==> src/rtl/les_cfg.svh <==
// Register indices, field positions, reset and preset values of the regulator enable sequencer.
`ifndef LES_CFG_SVH
`define LES_CFG_SVH
`define LES_IDX_ENA 10'h00D
`define LES_IDX_ENA_ALIAS 10'h0B0
`define LES_IDX_SLOT1 10'h0C9
`define LES_IDX_SLOT2 10'h0CC
`define LES_IDX_SLOT3 10'h0CF
`define LES_IDX_SLOT4 10'h0D2
`define LES_IDX_STATUS 10'h0E0
`define LES_ENA_LSB 8
`define LES_SU_LSB 10
`define LES_SD_LSB 6
`define LES_SLOT_NEVER 4'h0
`define LES_SLOT_ENTRY 4'hF
`define LES_ENA_RST 4'h0
`define LES_SLOT_RST 16'h0000
`define LES_MODE_DEV 2'h0
`define LES_PRESET_SU 16'h4321
`define LES_PRESET_SD 16'h1234
`define LES_RESP_OKAY 2'h0
`define LES_RESP_SLVERR 2'h2
`endif

==> src/rtl/les_pkg.sv <==
// Types shared by the regulator enable sequencer and its users.
package les_pkg;
   typedef enum logic [1:0] {LES_OFF, LES_PRE, LES_ACT, LES_SHD} les_pwr_t;
   typedef struct packed {
      les_pwr_t pwr;
      logic strobe;
      logic [3:0] slot;
      logic [3:0] block;
   } les_seq_in_t;
   typedef struct packed {
      logic aw_ok;
      logic [9:0] aw_idx;
      logic w_ok;
      logic [15:0] wd;
      logic [1:0] ws;
      logic bv;
      logic be;
      logic rv;
      logic re;
      logic [15:0] rd;
      logic [3:0] ena;
      logic [15:0] su;
      logic [15:0] sd;
      logic [3:0] sq;
      logic [3:0] on;
      les_pwr_t prev;
   } les_state_t;
endpackage : les_pkg

==> src/rtl/les_seq.sv <==
// Enable and slot sequencing of four regulators with an AXI4-Lite register slave.
// Operation
// - In the running state each regulator follows its software enable request bit directly.
// - A request written before the running state is stored but turns nothing on until running.
// - When the start-up sequence switches a regulator on, its enable request bit is set to one.
// - Start-up slot field: zero never starts, one to fourteen starts in that slot, all ones on running entry.
// - Shutdown slot field: one to fourteen stops in that slot, zero or all ones stops on off entry.
// - The four enable request bits at bits 8 to 11 are reached identically through two addresses.
// - A set request may be blocked internally, and the actual on state is reported on its own.
// - Preset configuration modes force fixed slot values; programmed slots apply in development mode.
`timescale 1ns/1ps
`include "les_cfg.svh"
module les_seq (
   input wire logic aclk,
   input wire logic aresetn,
   input wire logic awvalid,
   output logic awready,
   input wire logic [11:0] awaddr,
   input wire logic wvalid,
   output logic wready,
   input wire logic [31:0] wdata,
   input wire logic [3:0] wstrb,
   output logic bvalid,
   input wire logic bready,
   output logic [1:0] bresp,
   input wire logic arvalid,
   output logic arready,
   input wire logic [11:0] araddr,
   output logic rvalid,
   input wire logic rready,
   output logic [31:0] rdata,
   output logic [1:0] rresp,
   input wire logic [1:0] config_mode,
   input wire les_pkg::les_seq_in_t seq_in,
   output logic [3:0] ldo_on
);
   import les_pkg::*;

   les_state_t st_ff;
   les_state_t nxt_st;
   logic [15:0] eff_su;
   logic [15:0] eff_sd;
   logic [3:0] hw_set;
   logic [3:0] sd_hit;
   logic in_pre;
   logic in_act;
   logic in_shd;
   logic act_entry;
   logic off_entry;
   logic wr_go;
   logic [2:0] wr_sel;
   logic [2:0] rd_sel;

   // Decodes a word index into 0 enable, 1 to 4 slot registers, 5 status, 7 unmapped.
   function automatic logic [2:0] les_dec(input logic [9:0] idx);
      logic [2:0] sel;
      sel = 3'h7;
      if (idx == `LES_IDX_ENA || idx == `LES_IDX_ENA_ALIAS)
      begin
         sel = 3'h0;
      end
      else if (idx == `LES_IDX_SLOT1)
      begin
         sel = 3'h1;
      end
      else if (idx == `LES_IDX_SLOT2)
      begin
         sel = 3'h2;
      end
      else if (idx == `LES_IDX_SLOT3)
      begin
         sel = 3'h3;
      end
      else if (idx == `LES_IDX_SLOT4)
      begin
         sel = 3'h4;
      end
      else if (idx == `LES_IDX_STATUS)
      begin
         sel = 3'h5;
      end
      return sel;
   endfunction : les_dec

   // Preset modes ignore stored slot values but keep them, so a later switch to development mode restores them.
   assign eff_su = (config_mode == `LES_MODE_DEV) ? st_ff.su : `LES_PRESET_SU;
   assign eff_sd = (config_mode == `LES_MODE_DEV) ? st_ff.sd : `LES_PRESET_SD;

   assign in_pre = (seq_in.pwr == LES_PRE);
   assign in_act = (seq_in.pwr == LES_ACT);
   assign in_shd = (seq_in.pwr == LES_SHD);
   assign act_entry = in_act && (st_ff.prev != LES_ACT);
   assign off_entry = (seq_in.pwr == LES_OFF) && (st_ff.prev != LES_OFF);

   genvar gi;
   generate
      for (gi = 0; gi < 4; gi++)
      begin : g_reg
         logic [3:0] su_i;
         logic [3:0] sd_i;
         logic su_num;
         logic sd_num;
         assign su_i = eff_su[4 * gi +: 4];
         assign sd_i = eff_sd[4 * gi +: 4];
         assign su_num = (su_i != `LES_SLOT_NEVER) && (su_i != `LES_SLOT_ENTRY);
         assign sd_num = (sd_i != `LES_SLOT_NEVER) && (sd_i != `LES_SLOT_ENTRY);
         // Numbered slots switch on the strobe whose slot number matches.
         assign hw_set[gi] = (in_pre && seq_in.strobe && su_num && seq_in.slot == su_i)
            || (act_entry && su_i == `LES_SLOT_ENTRY);
         assign sd_hit[gi] = in_shd && seq_in.strobe && sd_num && seq_in.slot == sd_i;
      end
   endgenerate

   assign wr_go = st_ff.aw_ok && st_ff.w_ok;
   assign wr_sel = les_dec(st_ff.aw_idx);
   assign rd_sel = les_dec(araddr[11:2]);

   assign awready = !st_ff.aw_ok && !st_ff.bv;
   assign wready = !st_ff.w_ok && !st_ff.bv;
   assign arready = !st_ff.rv;
   assign bvalid = st_ff.bv;
   assign bresp = st_ff.be ? `LES_RESP_SLVERR : `LES_RESP_OKAY;
   assign rvalid = st_ff.rv;
   assign rdata = {16'h0000, st_ff.rd};
   assign rresp = st_ff.re ? `LES_RESP_SLVERR : `LES_RESP_OKAY;
   assign ldo_on = st_ff.on;

   always_comb
   begin
      logic [15:0] mask;
      logic [15:0] old;
      logic [15:0] upd;
      logic [3:0] ena_w;
      nxt_st = st_ff;
      mask = {{8{st_ff.ws[1]}}, {8{st_ff.ws[0]}}};
      old = 16'h0000;
      upd = 16'h0000;
      ena_w = st_ff.ena;
      if (awvalid && awready)
      begin
         nxt_st.aw_ok = 1'b1;
         nxt_st.aw_idx = awaddr[11:2];
      end
      if (wvalid && wready)
      begin
         nxt_st.w_ok = 1'b1;
         nxt_st.wd = wdata[15:0];
         nxt_st.ws = wstrb[1:0];
      end
      if (st_ff.bv && bready)
      begin
         nxt_st.bv = 1'b0;
      end
      if (wr_go)
      begin
         nxt_st.aw_ok = 1'b0;
         nxt_st.w_ok = 1'b0;
         nxt_st.bv = 1'b1;
         nxt_st.be = (wr_sel > 3'h4);
         if (wr_sel == 3'h0)
         begin
            // Both addresses land on the same four bits.
            old = {4'h0, st_ff.ena, 8'h00};
            upd = (old & ~mask) | (st_ff.wd & mask);
            ena_w = upd[`LES_ENA_LSB +: 4];
         end
         else if (wr_sel <= 3'h4)
         begin
            old = {2'b00, st_ff.su[4 * (wr_sel - 3'h1) +: 4], st_ff.sd[4 * (wr_sel - 3'h1) +: 4], 6'h00};
            upd = (old & ~mask) | (st_ff.wd & mask);
            nxt_st.su[4 * (wr_sel - 3'h1) +: 4] = upd[`LES_SU_LSB +: 4];
            nxt_st.sd[4 * (wr_sel - 3'h1) +: 4] = upd[`LES_SD_LSB +: 4];
         end
      end
      // A sequencer set lands on top of a software write in the same cycle.
      nxt_st.ena = ena_w | hw_set;
      if (off_entry)
      begin
         nxt_st.ena = `LES_ENA_RST;
      end
      // The actual on state follows the request only while running.
      unique case (seq_in.pwr)
         LES_OFF:
         begin
            nxt_st.sq = 4'h0;
         end
         LES_PRE:
         begin
            nxt_st.sq = st_ff.sq | hw_set;
         end
         LES_ACT:
         begin
            nxt_st.sq = nxt_st.ena;
         end
         LES_SHD:
         begin
            nxt_st.sq = st_ff.sq & ~sd_hit;
         end
      endcase
      nxt_st.on = nxt_st.sq & ~seq_in.block;
      nxt_st.prev = seq_in.pwr;
      if (st_ff.rv && rready)
      begin
         nxt_st.rv = 1'b0;
      end
      if (arvalid && arready)
      begin
         nxt_st.rv = 1'b1;
         nxt_st.re = (rd_sel > 3'h5);
         nxt_st.rd = 16'h0000;
         if (rd_sel == 3'h0)
         begin
            nxt_st.rd = {4'h0, st_ff.ena, 8'h00};
         end
         else if (rd_sel <= 3'h4)
         begin
            nxt_st.rd = {2'b00, eff_su[4 * (rd_sel - 3'h1) +: 4], eff_sd[4 * (rd_sel - 3'h1) +: 4], 6'h00};
         end
         else if (rd_sel == 3'h5)
         begin
            nxt_st.rd = {12'h000, st_ff.on};
         end
      end
   end

   always_ff @(posedge aclk)
   begin
      if (!aresetn)
      begin
         st_ff <= '0;
      end
      else
      begin
         st_ff <= nxt_st;
      end
   end
endmodule : les_seq

==> config.mk <==
export PLATFORM = sky130hd
export DESIGN_NAME = les_seq
export DESIGN_NICKNAME = d
export VERILOG_FILES = /design/src/rtl/les_pkg.sv /design/src/rtl/les_seq.sv
export VERILOG_INCLUDE_DIRS = /design/src /design/src/rtl
export SDC_FILE = /design/constraint.sdc
export NUM_CORES = 1
export LEC_CHECK = 0
export BUFFER_PORTS_ARGS = -buffer_cell sky130_fd_sc_hd__clkbuf_2
export CAP_MARGIN = 15
export CORE_ASPECT_RATIO = 0.9
export CORE_MARGIN = 2
export CORE_UTILIZATION = 55
export CTS_BUF_LIST = sky130_fd_sc_hd__clkbuf_4
export DETAILED_ROUTE_END_ITERATION = 10
export GPL_TIMING_DRIVEN = 1
export PLACE_DENSITY = 0.8
export SYNTH_ARGS = -nofsm -noshare
export SYNTH_HDL_FRONTEND = slang
export SYNTH_SLANG_ARGS = --single-unit
==> constraint.sdc <==
create_clock -name aclk -period 5.51 [get_ports aclk]
set_input_delay 0.2755 -clock aclk [delete_from_list [all_inputs] [get_ports aclk]]
set_output_delay 0.2755 -clock aclk [all_outputs]
set_load 0.05 [all_outputs]
-- Word-level counts from Yosys, hierarchy flattened
Cells that the tools add are included.
- flip-flop bits (word level): 94
- bits in latches: 0
- bits in writable memories: 0
- ROM bits: 0
- output and inout port bits: 45
- memories: 0
- add/sub/neg operators: 3
- $mul: 0
- div/mod/pow operators: 0
- $lt $le $gt $ge: 4
- equal/unequal tests: 39
- shift operators: 7
- muxes and demuxes: 29
- bitwise gates (word level): 14
- reduce and logical (&&, ||, !) cells: 67
- operator list (kind ; count):
    variable part select 16 x 33 -> 4 bit ; 4
    == test 10 x 8 -> 1 bit (second input constant) ; 12
    variable part select 4 x 34 -> 16 bit ; 2
    logical AND 1 bit ; 40
    negation 32 -> 34 bit ; 1
    variable shift 4 x 34 -> 16 bit (first input constant) ; 1
    bitwise mux 16 bit ; 2
    == test 4 bit ; 8
    two-way mux 16 bit ; 2
    inequality test 4 bit (second input constant) ; 8
    nonzero test 4 bit ; 8
    bitwise AND 14 bit ; 2
    two-way mux 14 bit ; 2
    two-way mux 3 bit ; 8
    == test 10 x 4 -> 1 bit (second input constant) ; 2
    two-way mux 18 bit ; 1
    == test 4 bit (second input constant) ; 4
    two-way mux 4 bit ; 4
    one-hot mux 4 bit (4 select lines) ; 1
    two-way mux 2 bit ; 7
    NOT 14 bit ; 1
    OR 14 bit ; 1
    bitwise AND 12 bit ; 1
    OR 12 bit ; 1
    19 further kinds ; 40

-- Logic depth before layout (Yosys ltp)
Gate-level depths: netlist of run 1.
- depth after elaboration: 14
- mapped depth: 21

-- Worst setup path before layout of run 1
Ideal clock, no wire load.
- path kind: reg2reg
- start: reg st_ff[86] (netlist bit)
- end: reg st_ff[12] (netlist bit)
- data arrival time: 4.074 ns
- data required time: 5.388 ns
- setup slack: 1.314 ns
- stages on the path, launching flop included: 19
- buffers on the path: 3
- path through: dfxtp_1 buf_2 nand2b_2 nor4_4 o21ai_4 clkinv_4 or2_2 ha_1 buf_2 o211ai_1 nand2_1 or2_1 or3_1 ha_1 nor4b_1 nand2_1 a2111o_1 buf_6 o311a_1
- cells in the longest elaborated chain, start to end: 13
- elaborated cells on any way between the ends: 26
- those cells by class: add/sub (2); order compare (1); eq/ne (7); shift (3); mux (7); bitwise (3); reduce/logical (3)
- RTL lines (element ; RTL line ; text):
    from (decl) ; les_seq.sv:39 ; les_state_t st_ff;
    from (signal assigned) ; les_seq.sv:234 ; st_ff <= nxt_st;
    == test 10 x 8 -> 1 bit (no source line) ; -- ;
    two-way mux 2 bit ; les_seq.sv:78 ; else if (idx == `LES_IDX_STATUS)
    two-way mux 2 bit ; les_seq.sv:74 ; else if (idx == `LES_IDX_SLOT4)
    two-way mux 3 bit ; les_seq.sv:70 ; else if (idx == `LES_IDX_SLOT3)
    two-way mux 3 bit ; les_seq.sv:66 ; else if (idx == `LES_IDX_SLOT2)
    two-way mux 3 bit ; les_seq.sv:62 ; else if (idx == `LES_IDX_SLOT1)
    two-way mux 3 bit (*) ; les_seq.sv:58 ; if (idx == `LES_IDX_ENA || idx == `LES_IDX_ENA_ALIAS)
    parallel branches: the longest is 6 deep, another holds negation 32 -> 34 bit ; -- ;
Every way passes the cells marked *.
A chain may end at the register's enable or synchronous reset.

-- Worst setup path after layout of run 1
Ends and elaborated chain as after synthesis.

==> results of run 1 <==
## synthesized netlist by cell type, types with 7 or more instances
cell                       number  area (µm²)
sky130_fd_sc_hd__nand2_1       86         323
sky130_fd_sc_hd__dfxtp_1       84        1680
sky130_fd_sc_hd__nor2_1        44         165
sky130_fd_sc_hd__buf_4         40         300
sky130_fd_sc_hd__clkbuf_1      32         120
sky130_fd_sc_hd__a21boi_0      26         195
sky130_fd_sc_hd__nand3_1       25         125
sky130_fd_sc_hd__a22o_1        22         193
sky130_fd_sc_hd__a21oi_1       21         105
sky130_fd_sc_hd__o21ai_0       21         105
sky130_fd_sc_hd__mux2i_1       20         200
sky130_fd_sc_hd__nor2b_1       17         106
sky130_fd_sc_hd__nor3_1        17        85.1
sky130_fd_sc_hd__inv_1         16        60.1
sky130_fd_sc_hd__ha_1          15         188
sky130_fd_sc_hd__a31oi_1       12        75.1
sky130_fd_sc_hd__o211ai_1      11        82.6
sky130_fd_sc_hd__and3_1        10        62.6
sky130_fd_sc_hd__xnor2_1       10        87.6
sky130_fd_sc_hd__buf_2          9        45.0
sky130_fd_sc_hd__and2_1         7        43.8
sky130_fd_sc_hd__nand2b_1       7        43.8
## how the worst max path moves through the flow
stage                             end
3_3_place_gp   st_ff[12]$_SDFFE_PN0P_
6_report       st_ff[12]$_SDFFE_PN0P_
5_1_grt        st_ff[12]$_SDFFE_PN0P_
3_5_place_dp   st_ff[12]$_SDFFE_PN0P_
2_1_floorplan  st_ff[12]$_SDFFE_PN0P_
4_1_cts        st_ff[12]$_SDFFE_PN0P_
## through the flow
step                      util, %  total power, mW  setup slack [ns]  hold slack (ns)  std cells
after floorplan                 -            0.814              1.31            0.355        725
after global placement       58.0            0.843             0.886            0.446        844
after detailed placement     58.0            0.849             0.757            0.454        844
after CTS                    59.7             1.25             0.740           0.0108        861
after global routing         59.7             1.30             0.481           0.0148        862
final                        59.7             1.25             0.706           0.0223        862
## routing by layer
metal	up-vias	part of all wire [%]	global-route usage [%]
met1	2547	43	34.5
met3	36	8.2	5.09
met4	0	2.3	9.76
met2	242	47	44.8
li1	2561	-	-
met5	-	0	0
## worst max-delay path, stage by stage (launching register included)
cell,delay (ns)
sky130_fd_sc_hd__dfxtp_1,0.52
sky130_fd_sc_hd__nand2b_2,0.22
sky130_fd_sc_hd__nor4_4,0.07
sky130_fd_sc_hd__o21ai_4,0.20
sky130_fd_sc_hd__clkinv_4,0.13
sky130_fd_sc_hd__or2_2,0.36
sky130_fd_sc_hd__ha_1,0.32
sky130_fd_sc_hd__o211ai_1,0.16
sky130_fd_sc_hd__nand2_1,0.31
sky130_fd_sc_hd__or2_1,0.36
sky130_fd_sc_hd__or3_1,0.33
sky130_fd_sc_hd__ha_1,0.33
sky130_fd_sc_hd__nor4b_1,0.29
sky130_fd_sc_hd__nand2_1,0.09
sky130_fd_sc_hd__a2111o_1,0.62
sky130_fd_sc_hd__o311a_1,0.39
## cell usage in the layout (no fill, tap or decap), drive strengths merged, types with 21 or more instances in the layout
master   n
nand2   86
dfxtp   84
clkbuf  82
nor2    45
a21boi  28
nand3   25
o21ai   24
a22o    22
conb    22
a21oi   21
## flip-flops by register name (all words and copies together) (netlist names)
register and count:
bvalid 1, rvalid 1, rdata 12, st_ff 66
ldo_on 4
## cells by family after synthesis
logic type,after synthesis,synth area share [%]
AND/OR/NAND/NOR,269,24.7
AO/OA/AOI/OAI,188,25.7
buffers and inverters,105,9.83
flip-flops,84,29.0
multiplexers,27,5.20
adder cells (fa/ha/maj),15,3.23
XOR/XNOR,15,2.26
other,1,0.0646
## final cells by class
cell class | count | area, µm² | share of cell area, %
Tap cell | 129 | 161 | 2.64
Sequential cell | 84 | 1680 | 27.5
Antenna cell | 1 | 2.50 | 0.0409
Inverter | 18 | 72.6 | 1.19
Multi-Input combinational cell | 536 | 3630 | 59.3
Clock inverter | 6 | 88.8 | 1.45
Clock buffer | 10 | 75.1 | 1.23
Timing Repair Buffer | 78 | 408 | 6.67
## where the power goes
group | total, mW | leakage [nW] | internal, mW | switching, mW
Clock | 0.409 | 0.0842 | 0.189 | 0.220
Sequential | 0.645 | 0.682 | 0.624 | 0.0209
Combinational | 0.194 | 1.74 | 0.0562 | 0.138
## repair_timing
item | 4_1_cts | 5_1_grt
hold endpoints to repair | 1 | 0
hold buffers | 1 | 0
resized for setup | 0 | 0
==> flow_summary.html, run 1 <==
<table>
<tr><th>Metric</th><th>Value</th></tr>
<tr><th colspan="2">Hold path</th></tr>
<tr><td>Classification of the worst-slack hold path</td><td>primary input to register</td></tr>
<tr><td>Capture endpoint of the worst hold path</td><td>st_ff[91]$_SDFFE_PN0P_</td></tr>
<tr><td>Start point of the worst min-delay path</td><td>awaddr[8]</td></tr>
<tr><td>Number of instances on the worst hold path</td><td>3</td></tr>
<tr><th colspan="2">Drt</th></tr>
<tr><td>Remaining antenna violation count</td><td>0</td></tr>
<tr><td>Via-to-Cell Ratio</td><td>6.25</td></tr>
<tr><td>Vias after detailed routing</td><td>5386</td></tr>
<tr><td>Detailed-route wire length</td><td>15100 µm</td></tr>
<tr><td>Iteration-0 DRC Markers</td><td>381</td></tr>
<tr><td>Average routed wire per standard cell</td><td>17.5 µm</td></tr>
<tr><td>Drt drc</td><td>0</td></tr>
<tr><td>Count of TritonRoute iterations in the first routing pass</td><td>5</td></tr>
<tr><th colspan="2">Power and ir drop</th></tr>
<tr><td>Power density over the cells</td><td>204 nW/µm²</td></tr>
<tr><td>LEAKAGE</td><td>approximately 2.5 nW</td></tr>
<tr><td>Largest voltage drop on the vdd net</td><td>179 µV</td></tr>
<tr><th colspan="2">Floorplanning</th></tr>
<tr><td>Count of boundary I/O pins</td><td>125</td></tr>
<tr><td>X dimension of the die</td><td>112 µm</td></tr>
<tr><td>Row Count</td><td>35</td></tr>
<tr><td>Die outline height</td><td>slightly above 100 µm</td></tr>
<tr><td>Core outline area</td><td>10200 µm²</td></tr>
<tr><td>Overall die area</td><td>11400 µm²</td></tr>
<tr><td>Starting density of the core</td><td>56.6%</td></tr>
<tr><th colspan="2">Layout</th></tr>
<tr><td>Post-layout nets</td><td>around 820</td></tr>
<tr><td>Area Overhead vs Synth</td><td>5.46%</td></tr>
<tr><td>Count of fill cells added during filler insertion</td><td>918</td></tr>
<tr><td>Layout cell share with drive strength beyond 1</td><td>17.5%</td></tr>
<tr><td>Finished Cell Area</td><td>6120 µm²</td></tr>
<tr><th colspan="2">Global routing</th></tr>
<tr><td>Aggregate global-route resource usage</td><td>26.6%</td></tr>
<tr><td>Initial antenna violation count</td><td>1</td></tr>
<tr><td>Via count of the first global-routing pass</td><td>slightly below 5000</td></tr>
<tr><td>Global-route wire length before repair</td><td>24500 µm</td></tr>
<tr><td>Overflow left after global routing</td><td>0</td></tr>
<tr><td>Largest net degree at the start of global routing</td><td>59</td></tr>
<tr><th colspan="2">Critical path</th></tr>
<tr><td>Setup slack, reg-to-reg</td><td>about 0.71 ns</td></tr>
<tr><td>Worst EP arrival</td><td>approximately 5 ns</td></tr>
<tr><td>Origin of the worst setup path</td><td>st_ff[86]$_SDFFE_PN0P_</td></tr>
<tr><td>Worst reg2reg startpoint</td><td>st_ff[86]$_SDFFE_PN0P_</td></tr>
<tr><td>Critical Setup Path Class</td><td>register to register</td></tr>
<tr><td>Setup crit end kind</td><td>register</td></tr>
<tr><td>Endpoint of the lowest-slack register-to-register path</td><td>st_ff[12]$_SDFFE_PN0P_</td></tr>
<tr><td>Startpoint class of the critical path</td><td>register</td></tr>
<tr><td>Maximum fanout encountered on the critical timing path</td><td>11</td></tr>
<tr><td>Worst R2R Path Depth</td><td>15</td></tr>
<tr><td>Critical Path RT</td><td>5.86 ns</td></tr>
<tr><th colspan="2">Placed design</th></tr>
<tr><td>Detailed-placement wirelength estimate</td><td>11200 µm</td></tr>
<tr><td>RePlAce Congestion</td><td>0.944</td></tr>
<tr><td>I/O Buffers</td><td>a little over 70</td></tr>
<tr><td>Area after DPL</td><td>5940 µm²</td></tr>
<tr><th colspan="2">STA</th></tr>
<tr><td>RSZ-0062 raised after global routing</td><td>no</td></tr>
<tr><td>Final-report hold violation count</td><td>0</td></tr>
<tr><td>Least-Margin Pin Slew</td><td>0.916 ns</td></tr>
<tr><td>Final critical-path required period</td><td>around 4.8 ns</td></tr>
<tr><td>Final critical-path share of the clock period</td><td>around 87%</td></tr>
<tr><td>Relative slew slack</td><td>a little under two fifths</td></tr>
<tr><td>Max Transition Viols Final</td><td>0</td></tr>
<tr><td>Setup Viol. Count Final</td><td>0</td></tr>
<tr><td>Upper clock frequency limit</td><td>208 MHz</td></tr>
<tr><td>Max Clock Skew</td><td>0.0251 ns</td></tr>
<tr><td>Final TNS setup</td><td>0 ns</td></tr>
<tr><th colspan="2">Clocking</th></tr>
<tr><td>Number of buffers created by CTS</td><td>9</td></tr>
<tr><td>H-tree Lvls</td><td>3</td></tr>
<tr><td>CTS tree</td><td>done</td></tr>
<tr><td>Clk pin slew, worst setup/hold paths</td><td>~0.15 ns</td></tr>
<tr><td>Master cell of the clock root buffer</td><td>sky130_fd_sc_hd__clkbuf_4</td></tr>
<tr><td>Clk Latency, worst-skew pair</td><td>0.46 ns</td></tr>
<tr><td>Number of post-CTS setup repair buffers</td><td>0</td></tr>
<tr><td>Bufs on Longest Clock Path</td><td>2</td></tr>
<tr><td>Clock sinks</td><td>84</td></tr>
<tr><th colspan="2">Outcome</th></tr>
<tr><td>Outcome</td><td>finished clean</td></tr>
<tr><th colspan="2">Synthesis</th></tr>
<tr><td>Ys flop type</td><td>sky130_fd_sc_hd__dfxtp_1</td></tr>
<tr><td>Post-synthesis area per instance</td><td>8.24 µm²</td></tr>
<tr><td>EDFF count, synth</td><td>0</td></tr>
<tr><td>Fraction of registers with async set/reset</td><td>0%</td></tr>
<tr><td>Yosys warning total</td><td>0</td></tr>
<tr><td>Post-synthesis sequential area ratio</td><td>29.0%</td></tr>
<tr><td>Yosys reg bits</td><td>84</td></tr>
<tr><td>Unique masters post-synth</td><td>85</td></tr>
<tr><td>Number of instances in the synthesized netlist</td><td>a little over 700</td></tr>
<tr><td>Area of the mapped netlist</td><td>about 5800 µm²</td></tr>
<tr><th colspan="2">Job</th></tr>
<tr><td>Maxcap violations</td><td>0</td></tr>
</table>
Power figures use the tool's default switching activity.
==> inputs of run 2 (changes only) <==
PLACE_DENSITY = 0.82   (was 0.8)
==> flow_summary.html, run 2 (synthesized netlist as in run 1, its figures left out) <==
<table>
<tr><th>Metric</th><th>Value</th></tr>
<tr><th colspan="2">Power and ir drop</th></tr>
<tr><td>Power density over the cells</td><td>198 nW/µm² (-3.1%)</td></tr>
<tr><td>LEAKAGE</td><td>2.50 nW (-0.48%)</td></tr>
<tr><td>Largest voltage drop on the vdd net</td><td>102 µV (-43%)</td></tr>
<tr><td>Total Power</td><td>1.20 mW (-3.7%)</td></tr>
<tr><th colspan="2">Critical path</th></tr>
<tr><td>Startpoint class of the critical path</td><td>register</td></tr>
<tr><td>Critical Setup Path Class</td><td>register to register</td></tr>
<tr><td>Slowest-stage cell, CP</td><td>sky130_fd_sc_hd__a2111o_1</td></tr>
<tr><td>Worst reg2reg startpoint</td><td>st_ff[86]$_SDFFE_PN0P_</td></tr>
<tr><td>Critical Path RT</td><td>5.87 ns (about the same)</td></tr>
<tr><td>Setup crit end kind</td><td>register</td></tr>
<tr><td>Origin of the worst setup path</td><td>st_ff[86]$_SDFFE_PN0P_</td></tr>
<tr><td>Ordered cell list for the critical path</td><td>nand2b_2 -&gt; nor4_4 -&gt; o21ai_4 -&gt; clkinv_4 -&gt; or2_2 -&gt; ha_1 -&gt; o211ai_1 -&gt; nand2_1 -&gt; or2_1 -&gt; or3_1 -&gt; ha_1 -&gt; nor4b_1 -&gt; nand2_1 -&gt; a2111o_1 -&gt; o311a_1</td></tr>
<tr><td>Worst EP arrival</td><td>5.22 ns (+0.07 ns)</td></tr>
<tr><td>Maximum fanout encountered on the critical timing path</td><td>11 (unchanged)</td></tr>
<tr><td>Maximum cell stage delay along the critical path</td><td>0.64 ns (+0.02 ns)</td></tr>
<tr><th colspan="2">Layout</th></tr>
<tr><td>Most frequent standard cell in the layout excluding fill and tap cells</td><td>sky130_fd_sc_hd__nand2_1</td></tr>
<tr><td>Layout cell share with drive strength beyond 1</td><td>17.5% (+0.024 points)</td></tr>
<tr><td>Register bank with the most flops</td><td>st_ff</td></tr>
<tr><td>Post-layout nets</td><td>822 (unchanged)</td></tr>
<tr><td>Total area of multi-input combinational cells</td><td>3630 µm² (unchanged)</td></tr>
<tr><td>Area Overhead vs Synth</td><td>4.87%</td></tr>
<tr><td>Storage cell area</td><td>1680 µm² (unchanged)</td></tr>
<tr><td># diodes</td><td>0 (-1)</td></tr>
<tr><td>Layout Cells excl Fill</td><td>860 (-0.23%)</td></tr>
<tr><td>Final core utilization</td><td>59.4% (-0.33 points)</td></tr>
<tr><td>Number of flip-flops in the largest register</td><td>66 (unchanged)</td></tr>
<tr><td>Most frequent cells in the layout</td><td>sky130_fd_sc_hd__nand2_1, sky130_fd_sc_hd__dfxtp_1, sky130_fd_sc_hd__clkbuf_2</td></tr>
<tr><td>Count of fill cells added during filler insertion</td><td>918 (unchanged)</td></tr>
<tr><th colspan="2">Global routing</th></tr>
<tr><td>Initial antenna violation count</td><td>0 (-1)</td></tr>
<tr><td>Aggregate global-route resource usage</td><td>26.6% (-0.084 points)</td></tr>
<tr><td>Overflow left after global routing</td><td>0 (unchanged)</td></tr>
<tr><td>Global-route wire length before repair</td><td>24700 µm (+0.88%)</td></tr>
<tr><td>Largest net degree at the start of global routing</td><td>59 (unchanged)</td></tr>
<tr><td>Via count of the first global-routing pass</td><td>4972 (+0.10%)</td></tr>
<tr><th colspan="2">Drt</th></tr>
<tr><td>Drt drc</td><td>0 (unchanged)</td></tr>
<tr><td>Via-to-Cell Ratio</td><td>6.23 (-0.36%)</td></tr>
<tr><td>Detailed-route wire length</td><td>15000 µm (-0.70%)</td></tr>
<tr><td>Average routed wire per standard cell</td><td>17.4 µm (-0.47%)</td></tr>
<tr><td>Vias after detailed routing</td><td>5354 (-0.59%)</td></tr>
<tr><td>Count of TritonRoute iterations in the first routing pass</td><td>5 (unchanged)</td></tr>
<tr><td>Remaining antenna violation count</td><td>0 (unchanged)</td></tr>
<tr><td>Iteration-0 DRC Markers</td><td>413 (+8.4%)</td></tr>
<tr><th colspan="2">Clocking</th></tr>
<tr><td>Post-cts gate resize count</td><td>0 (unchanged)</td></tr>
<tr><td>Bufs on Longest Clock Path</td><td>2 (unchanged)</td></tr>
<tr><td>Number of buffers created by CTS</td><td>9 (unchanged)</td></tr>
<tr><td>Master cell of the clock root buffer</td><td>sky130_fd_sc_hd__clkbuf_4</td></tr>
<tr><td>Cts hold-fix bufs</td><td>1 (unchanged)</td></tr>
<tr><td>H-tree Lvls</td><td>3 (unchanged)</td></tr>
<tr><td>Clk pin slew, worst setup/hold paths</td><td>0.14 ns (about the same)</td></tr>
<tr><td>Number of post-CTS setup repair buffers</td><td>0 (unchanged)</td></tr>
<tr><td>Clk Latency, worst-skew pair</td><td>0.45 ns (about the same)</td></tr>
<tr><td>CTS tree</td><td>done</td></tr>
<tr><td>Clock sinks</td><td>84 (unchanged)</td></tr>
<tr><th colspan="2">Placed design</th></tr>
<tr><td>RePlAce Congestion</td><td>0.955 (+1.1%)</td></tr>
<tr><td>Cell count after placement</td><td>844 (unchanged)</td></tr>
<tr><td>I/O Buffers</td><td>72 (unchanged)</td></tr>
<tr><td>Detailed-placement wirelength estimate</td><td>11200 µm (+0.33%)</td></tr>
<tr><th colspan="2">Outcome</th></tr>
<tr><td>Outcome</td><td>finished clean</td></tr>
<tr><th colspan="2">STA</th></tr>
<tr><td>RSZ-0062 raised after global routing</td><td>no</td></tr>
<tr><td>Final-report hold violation count</td><td>0 (unchanged)</td></tr>
<tr><td>Least-Margin Pin Slew</td><td>0.887 ns (-0.0288 ns)</td></tr>
<tr><td>Final critical-path required period</td><td>4.87 ns (+0.0618 ns)</td></tr>
<tr><td>Max Transition Viols Final</td><td>0 (unchanged)</td></tr>
<tr><td>Setup Viol. Count Final</td><td>0 (unchanged)</td></tr>
<tr><td>Upper clock frequency limit</td><td>206 MHz (-1.3%)</td></tr>
<tr><td>Relative slew slack</td><td>39.3% (+2.0 points)</td></tr>
<tr><td>Max Clock Skew</td><td>0.0116 ns (-0.0135 ns)</td></tr>
<tr><td>Final TNS setup</td><td>0 ns (unchanged)</td></tr>
<tr><td>Final critical-path share of the clock period</td><td>88.3% (+1.1 points)</td></tr>
<tr><th colspan="2">Floorplanning</th></tr>
<tr><td>Core outline area</td><td>10200 µm² (unchanged)</td></tr>
<tr><td>Row Count</td><td>35 (unchanged)</td></tr>
<tr><td>Die outline height</td><td>101 µm (unchanged)</td></tr>
<tr><td>Count of boundary I/O pins</td><td>125 (unchanged)</td></tr>
<tr><td>Overall die area</td><td>11400 µm² (unchanged)</td></tr>
<tr><td>Starting density of the core</td><td>56.6% (unchanged)</td></tr>
<tr><td>X dimension of the die</td><td>112 µm (unchanged)</td></tr>
<tr><th colspan="2">Job</th></tr>
<tr><td>Maxcap violations</td><td>0 (unchanged)</td></tr>
<tr><th colspan="2">Hold path</th></tr>
<tr><td>Classification of the worst-slack hold path</td><td>primary input to register</td></tr>
<tr><td>Start point of the worst min-delay path</td><td>seq_in[1]</td></tr>
</table>
==> run 2: cell count changes in the layout (fill, tap and decap cells not counted) <==
cell                        before  now
sky130_fd_sc_hd__clkinv_4        3    2
sky130_fd_sc_hd__diode_2         1    0
sky130_fd_sc_hd__clkbuf_4       10    9
sky130_fd_sc_hd__clkinv_1        1    0
sky130_fd_sc_hd__inv_6           0    1
sky130_fd_sc_hd__bufinv_16       2    1
sky130_fd_sc_hd__clkinv_2        0    2
==> run 2: critical path, delay by kind of cell (launching register included) <==
kind,cells,cell delay [ns]
DFF,1,0.51
and+or+nand+nor,8,2.06
buffers and inverters,1,0.12
adders and majority gates,2,0.66
AOI/OAI and AO/OA,4,1.42
==> run 2: area by class of cell <==
| cell class | count | share of cell area, % |
|---|---|---|
| Clock inverter | 6 | 1.07 |
| Tap cell | 129 | 2.65 |
| Clock buffer | 9 | 1.11 |
| Inverter | 18 | 1.19 |
| Timing Repair Buffer | 78 | 6.70 |
| Multi-Input combinational cell | 536 | 59.6 |
| Sequential cell | 84 | 27.6 |
==> run 2: metrics by stage <==
stage / hold slack (ns) / cell area [µm²] / setup slack, ns
finish: 0.0288 / 6080 / 0.644
global route: 0.0183 / 6080 / 0.414
CTS: 0.0174 / 6080 / 0.705
detailed placement: 0.459 / 5940 / 0.746
global placement: 0.452 / 5940 / 0.888
floorplan: 0.355 / 5880 / 1.31
==> run 2: where the power goes <==
| part | leakage (nW) | total [mW] | switching, mW | internal, mW |
|---|---|---|---|---|
| clock | 0.0722 | 0.363 | 0.226 | 0.137 |
| combinational | 1.74 | 0.194 | 0.138 | 0.0562 |
| sequential | 0.682 | 0.645 | 0.0214 | 0.624 |
| total | 2.50 | 1.20 | 0.385 | 0.817 |
==> run 2: final timing paths <==
kind,depth (start not counted),slack [ns],to
worst max-delay path,15,0.64,st_ff[12]$_SDFFE_PN0P_
worst min-delay path,2,0.03,ldo_on[1]$_SDFF_PN0_
worst max register to register,15,0.64,st_ff[12]$_SDFFE_PN0P_
worst min register to register,2,0.47,st_ff[62]$_SDFFE_PN0P_
==> run 2: routing by layer <==
layer | global-route usage (%) | part of all wire (%) | routed length, µm | vias up
met5 | 0 | 0 | 0 | -
met2 | 45.3 | 47 | 6980 | 250
li1 | - | - | - | 2549
met3 | 4.37 | 8.0 | 1200 | 31
met1 | 34.5 | 43 | 6460 | 2524
met4 | 9.10 | 2.3 | 350 | 0
==> inputs of run 3 (changes only) <==
SETUP_SLACK_MARGIN = 0.2   (was default)
clock period = 6.2 ns   (was 5.51 ns; I/O delays follow)
==> flow_summary.html, run 3 (synthesized netlist as in run 1, its figures left out) <==
<table>
<tr><th>Metric</th><th>Value</th></tr>
<tr><th colspan="2">Outcome</th></tr>
<tr><td>Outcome</td><td>finished clean</td></tr>
<tr><th colspan="2">STA</th></tr>
<tr><td>Max Clock Skew</td><td>0.0186 ns (+0.00698 ns)</td></tr>
<tr><td>Least-Margin Pin Slew</td><td>1.07 ns (+0.187 ns)</td></tr>
<tr><td>RSZ-0062 raised after global routing</td><td>no</td></tr>
<tr><td>Max Transition Viols Final</td><td>0 (unchanged)</td></tr>
<tr><td>Final critical-path required period</td><td>5.28 ns (+0.413 ns)</td></tr>
<tr><td>Worst hold slack</td><td>0.0438 ns (+0.0151 ns)</td></tr>
<tr><td>Final critical-path share of the clock period</td><td>85.1% (-3.2 points)</td></tr>
<tr><td>Relative slew slack</td><td>26.5% (-13 points)</td></tr>
<tr><td>Upper clock frequency limit</td><td>189 MHz (-7.8%)</td></tr>
<tr><td>Final-report hold violation count</td><td>0 (unchanged)</td></tr>
<tr><td>Setup Viol. Count Final</td><td>0 (unchanged)</td></tr>
<tr><td>Final TNS setup</td><td>0 ns (unchanged)</td></tr>
<tr><th colspan="2">Drt</th></tr>
<tr><td>Detailed-route wire length</td><td>15400 µm (+3.1%)</td></tr>
<tr><td>Drt drc</td><td>0 (unchanged)</td></tr>
<tr><td>Average routed wire per standard cell</td><td>18.0 µm (+3.2%)</td></tr>
<tr><td>Vias after detailed routing</td><td>5424 (+1.3%)</td></tr>
<tr><td>Count of TritonRoute iterations in the first routing pass</td><td>7 (+2)</td></tr>
<tr><td>Iteration-0 DRC Markers</td><td>347 (-16%)</td></tr>
<tr><td>Remaining antenna violation count</td><td>0 (unchanged)</td></tr>
<tr><td>Via-to-Cell Ratio</td><td>6.31 (+1.4%)</td></tr>
<tr><th colspan="2">Job</th></tr>
<tr><td>Maxcap violations</td><td>0 (unchanged)</td></tr>
<tr><th colspan="2">Clocking</th></tr>
<tr><td>CTS tree</td><td>done</td></tr>
<tr><td>Master cell of the clock root buffer</td><td>sky130_fd_sc_hd__clkbuf_4</td></tr>
<tr><td>Clk pin slew, worst setup/hold paths</td><td>0.14 ns (about the same)</td></tr>
<tr><td>Clock sinks</td><td>84 (unchanged)</td></tr>
<tr><td>Bufs on Longest Clock Path</td><td>2 (unchanged)</td></tr>
<tr><td>H-tree Lvls</td><td>3 (unchanged)</td></tr>
<tr><td>Clk Latency, worst-skew pair</td><td>0.47 ns (+0.02 ns)</td></tr>
<tr><td>Post-cts gate resize count</td><td>0 (unchanged)</td></tr>
<tr><td>Cts hold-fix bufs</td><td>1 (unchanged)</td></tr>
<tr><td>Number of post-CTS setup repair buffers</td><td>0 (unchanged)</td></tr>
<tr><td>Number of buffers created by CTS</td><td>9 (unchanged)</td></tr>
<tr><th colspan="2">Critical path</th></tr>
<tr><td>Maximum fanout encountered on the critical timing path</td><td>17 (+6)</td></tr>
<tr><td>Slowest-stage cell, CP</td><td>sky130_fd_sc_hd__a2111o_1</td></tr>
<tr><td>Worst EP arrival</td><td>5.66 ns (+0.44 ns)</td></tr>
<tr><td>Setup crit end kind</td><td>register</td></tr>
<tr><td>Worst path top cell family by delay</td><td>simple AND/OR/NAND/NOR gates</td></tr>
<tr><td>Critical Path RT</td><td>6.58 ns (+0.71 ns)</td></tr>
<tr><td>Startpoint class of the critical path</td><td>register</td></tr>
<tr><td>Critical Setup Path Class</td><td>register to register</td></tr>
<tr><td>Number of buffers and inverters on the critical path</td><td>1 (unchanged)</td></tr>
<tr><td>Ordered cell list for the critical path</td><td>nand2b_2 -&gt; nor4_4 -&gt; o21ai_4 -&gt; clkinv_4 -&gt; or2_2 -&gt; ha_1 -&gt; o211ai_1 -&gt; nand2_1 -&gt; or2_1 -&gt; or3_1 -&gt; ha_1 -&gt; nor4b_1 -&gt; nand2_1 -&gt; a2111o_1 -&gt; o311a_1</td></tr>
<tr><td>Maximum cell stage delay along the critical path</td><td>0.63 ns (about the same)</td></tr>
<tr><th colspan="2">Power and ir drop</th></tr>
<tr><td>Largest voltage drop on the vdd net</td><td>146 µV (+43%)</td></tr>
<tr><td>Power density over the cells</td><td>177 nW/µm² (-10%)</td></tr>
<tr><td>Total Power</td><td>1.08 mW (-10%)</td></tr>
<tr><td>LEAKAGE</td><td>2.50 nW (about the same)</td></tr>
<tr><th colspan="2">Placed design</th></tr>
<tr><td>Area after DPL</td><td>5930 µm² (-0.25%)</td></tr>
<tr><td>RePlAce Congestion</td><td>0.986 (+3.3%)</td></tr>
<tr><td>I/O Buffers</td><td>72 (unchanged)</td></tr>
<tr><td>Detailed-placement wirelength estimate</td><td>11400 µm (+0.97%)</td></tr>
<tr><td>Cell count after placement</td><td>842 (-0.24%)</td></tr>
<tr><th colspan="2">Layout</th></tr>
<tr><td>Post-layout nets</td><td>820 (-0.24%)</td></tr>
<tr><td># diodes</td><td>0 (unchanged)</td></tr>
<tr><td>Number of flip-flops in the largest register</td><td>66 (unchanged)</td></tr>
<tr><td>Most frequent cells in the layout</td><td>sky130_fd_sc_hd__nand2_1, sky130_fd_sc_hd__dfxtp_1, sky130_fd_sc_hd__clkbuf_2</td></tr>
<tr><td>Finished Cell Area</td><td>6080 µm² (-0.10%)</td></tr>
<tr><td>Layout cell share with drive strength beyond 1</td><td>17.3% (-0.25 points)</td></tr>
<tr><td>Layout Cells excl Fill</td><td>859 (-0.12%)</td></tr>
<tr><td>Total area of multi-input combinational cells</td><td>3630 µm² (unchanged)</td></tr>
<tr><td>Most frequent standard cell in the layout excluding fill and tap cells</td><td>sky130_fd_sc_hd__nand2_1</td></tr>
<tr><td>Storage cell area</td><td>1680 µm² (unchanged)</td></tr>
<tr><td>Register bank with the most flops</td><td>st_ff</td></tr>
<tr><td>Area Overhead vs Synth</td><td>4.77%</td></tr>
<tr><td>Count of fill cells added during filler insertion</td><td>947 (+3.2%)</td></tr>
<tr><th colspan="2">Floorplanning</th></tr>
<tr><td>Core outline area</td><td>10200 µm² (unchanged)</td></tr>
<tr><td>Count of boundary I/O pins</td><td>125 (unchanged)</td></tr>
<tr><td>Row Count</td><td>35 (unchanged)</td></tr>
<tr><td>Die outline height</td><td>101 µm (unchanged)</td></tr>
<tr><td>X dimension of the die</td><td>112 µm (unchanged)</td></tr>
<tr><td>Overall die area</td><td>11400 µm² (unchanged)</td></tr>
<tr><td>Starting density of the core</td><td>56.6% (unchanged)</td></tr>
<tr><th colspan="2">Hold path</th></tr>
<tr><td>Classification of the worst-slack hold path</td><td>primary input to register</td></tr>
<tr><th colspan="2">Global routing</th></tr>
<tr><td>Global-route wire length before repair</td><td>25000 µm (+1.3%)</td></tr>
<tr><td>Via count of the first global-routing pass</td><td>5039 (+1.3%)</td></tr>
<tr><td>Overflow left after global routing</td><td>0 (unchanged)</td></tr>
<tr><td>Aggregate global-route resource usage</td><td>27.2% (+0.62 points)</td></tr>
<tr><td>Initial antenna violation count</td><td>1 (+1)</td></tr>
<tr><td>Largest net degree at the start of global routing</td><td>59 (unchanged)</td></tr>
</table>
-- run 3: cell type report --
type	instances	share of cell area [%]
multi-input cells	536	59.7
flip-flops and latches	84	27.7
repair buffers	76	6.46
well taps	129	2.66
clock inverters	7	1.21
inverters	18	1.19
clock buffers	9	1.11
-- run 3: path summary, 6_finish.rpt --
check	cells after the start	slack, ns	from	end
setup / recovery	15	0.92	st_ff[86]$_SDFFE_PN0P_	st_ff[12]$_SDFFE_PN0P_
hold / removal	3	0.04	awaddr[11]	st_ff[94]$_SDFFE_PN0P_
setup reg to reg	15	0.92	st_ff[86]$_SDFFE_PN0P_	st_ff[12]$_SDFFE_PN0P_
hold reg to reg	2	0.47	rdata[13]$_SDFFE_PN0P_	rdata[13]$_SDFFE_PN0P_
-- run 3: tightest hold or removal path, stage by stage --
cell	delay [ns]
sky130_fd_sc_hd__clkbuf_2	0.08
sky130_fd_sc_hd__nand2_1	0.04
sky130_fd_sc_hd__a21boi_0	0.06
-- run 3: power breakdown --
group,total (mW),switching [mW],internal [mW]
sequential,0.573,0.0189,0.554
clock,0.330,0.205,0.125
combinational,0.173,0.123,0.0499
-- run 3: per-layer routing --
layer / vias up / wire length [µm] / global-route usage (%)
met5: - / 0 / 0
met4: 0 / 345 / 9.19
met3: 39 / 1250 / 6.16
met2: 252 / 7220 / 46.0
met1: 2580 / 6630 / 34.6
li1: 2553 / - / -
-- run 3: metrics by stage --
| stage | util [%] | setup slack [ns] |
|---|---|---|
| finish | 59.3 | 0.922 |
| global route | 59.3 | 0.758 |
| CTS | 59.3 | 0.989 |
| detailed placement | 57.8 | 1.03 |
| global placement | 57.8 | 1.21 |
| floorplan | - | 2.00 |
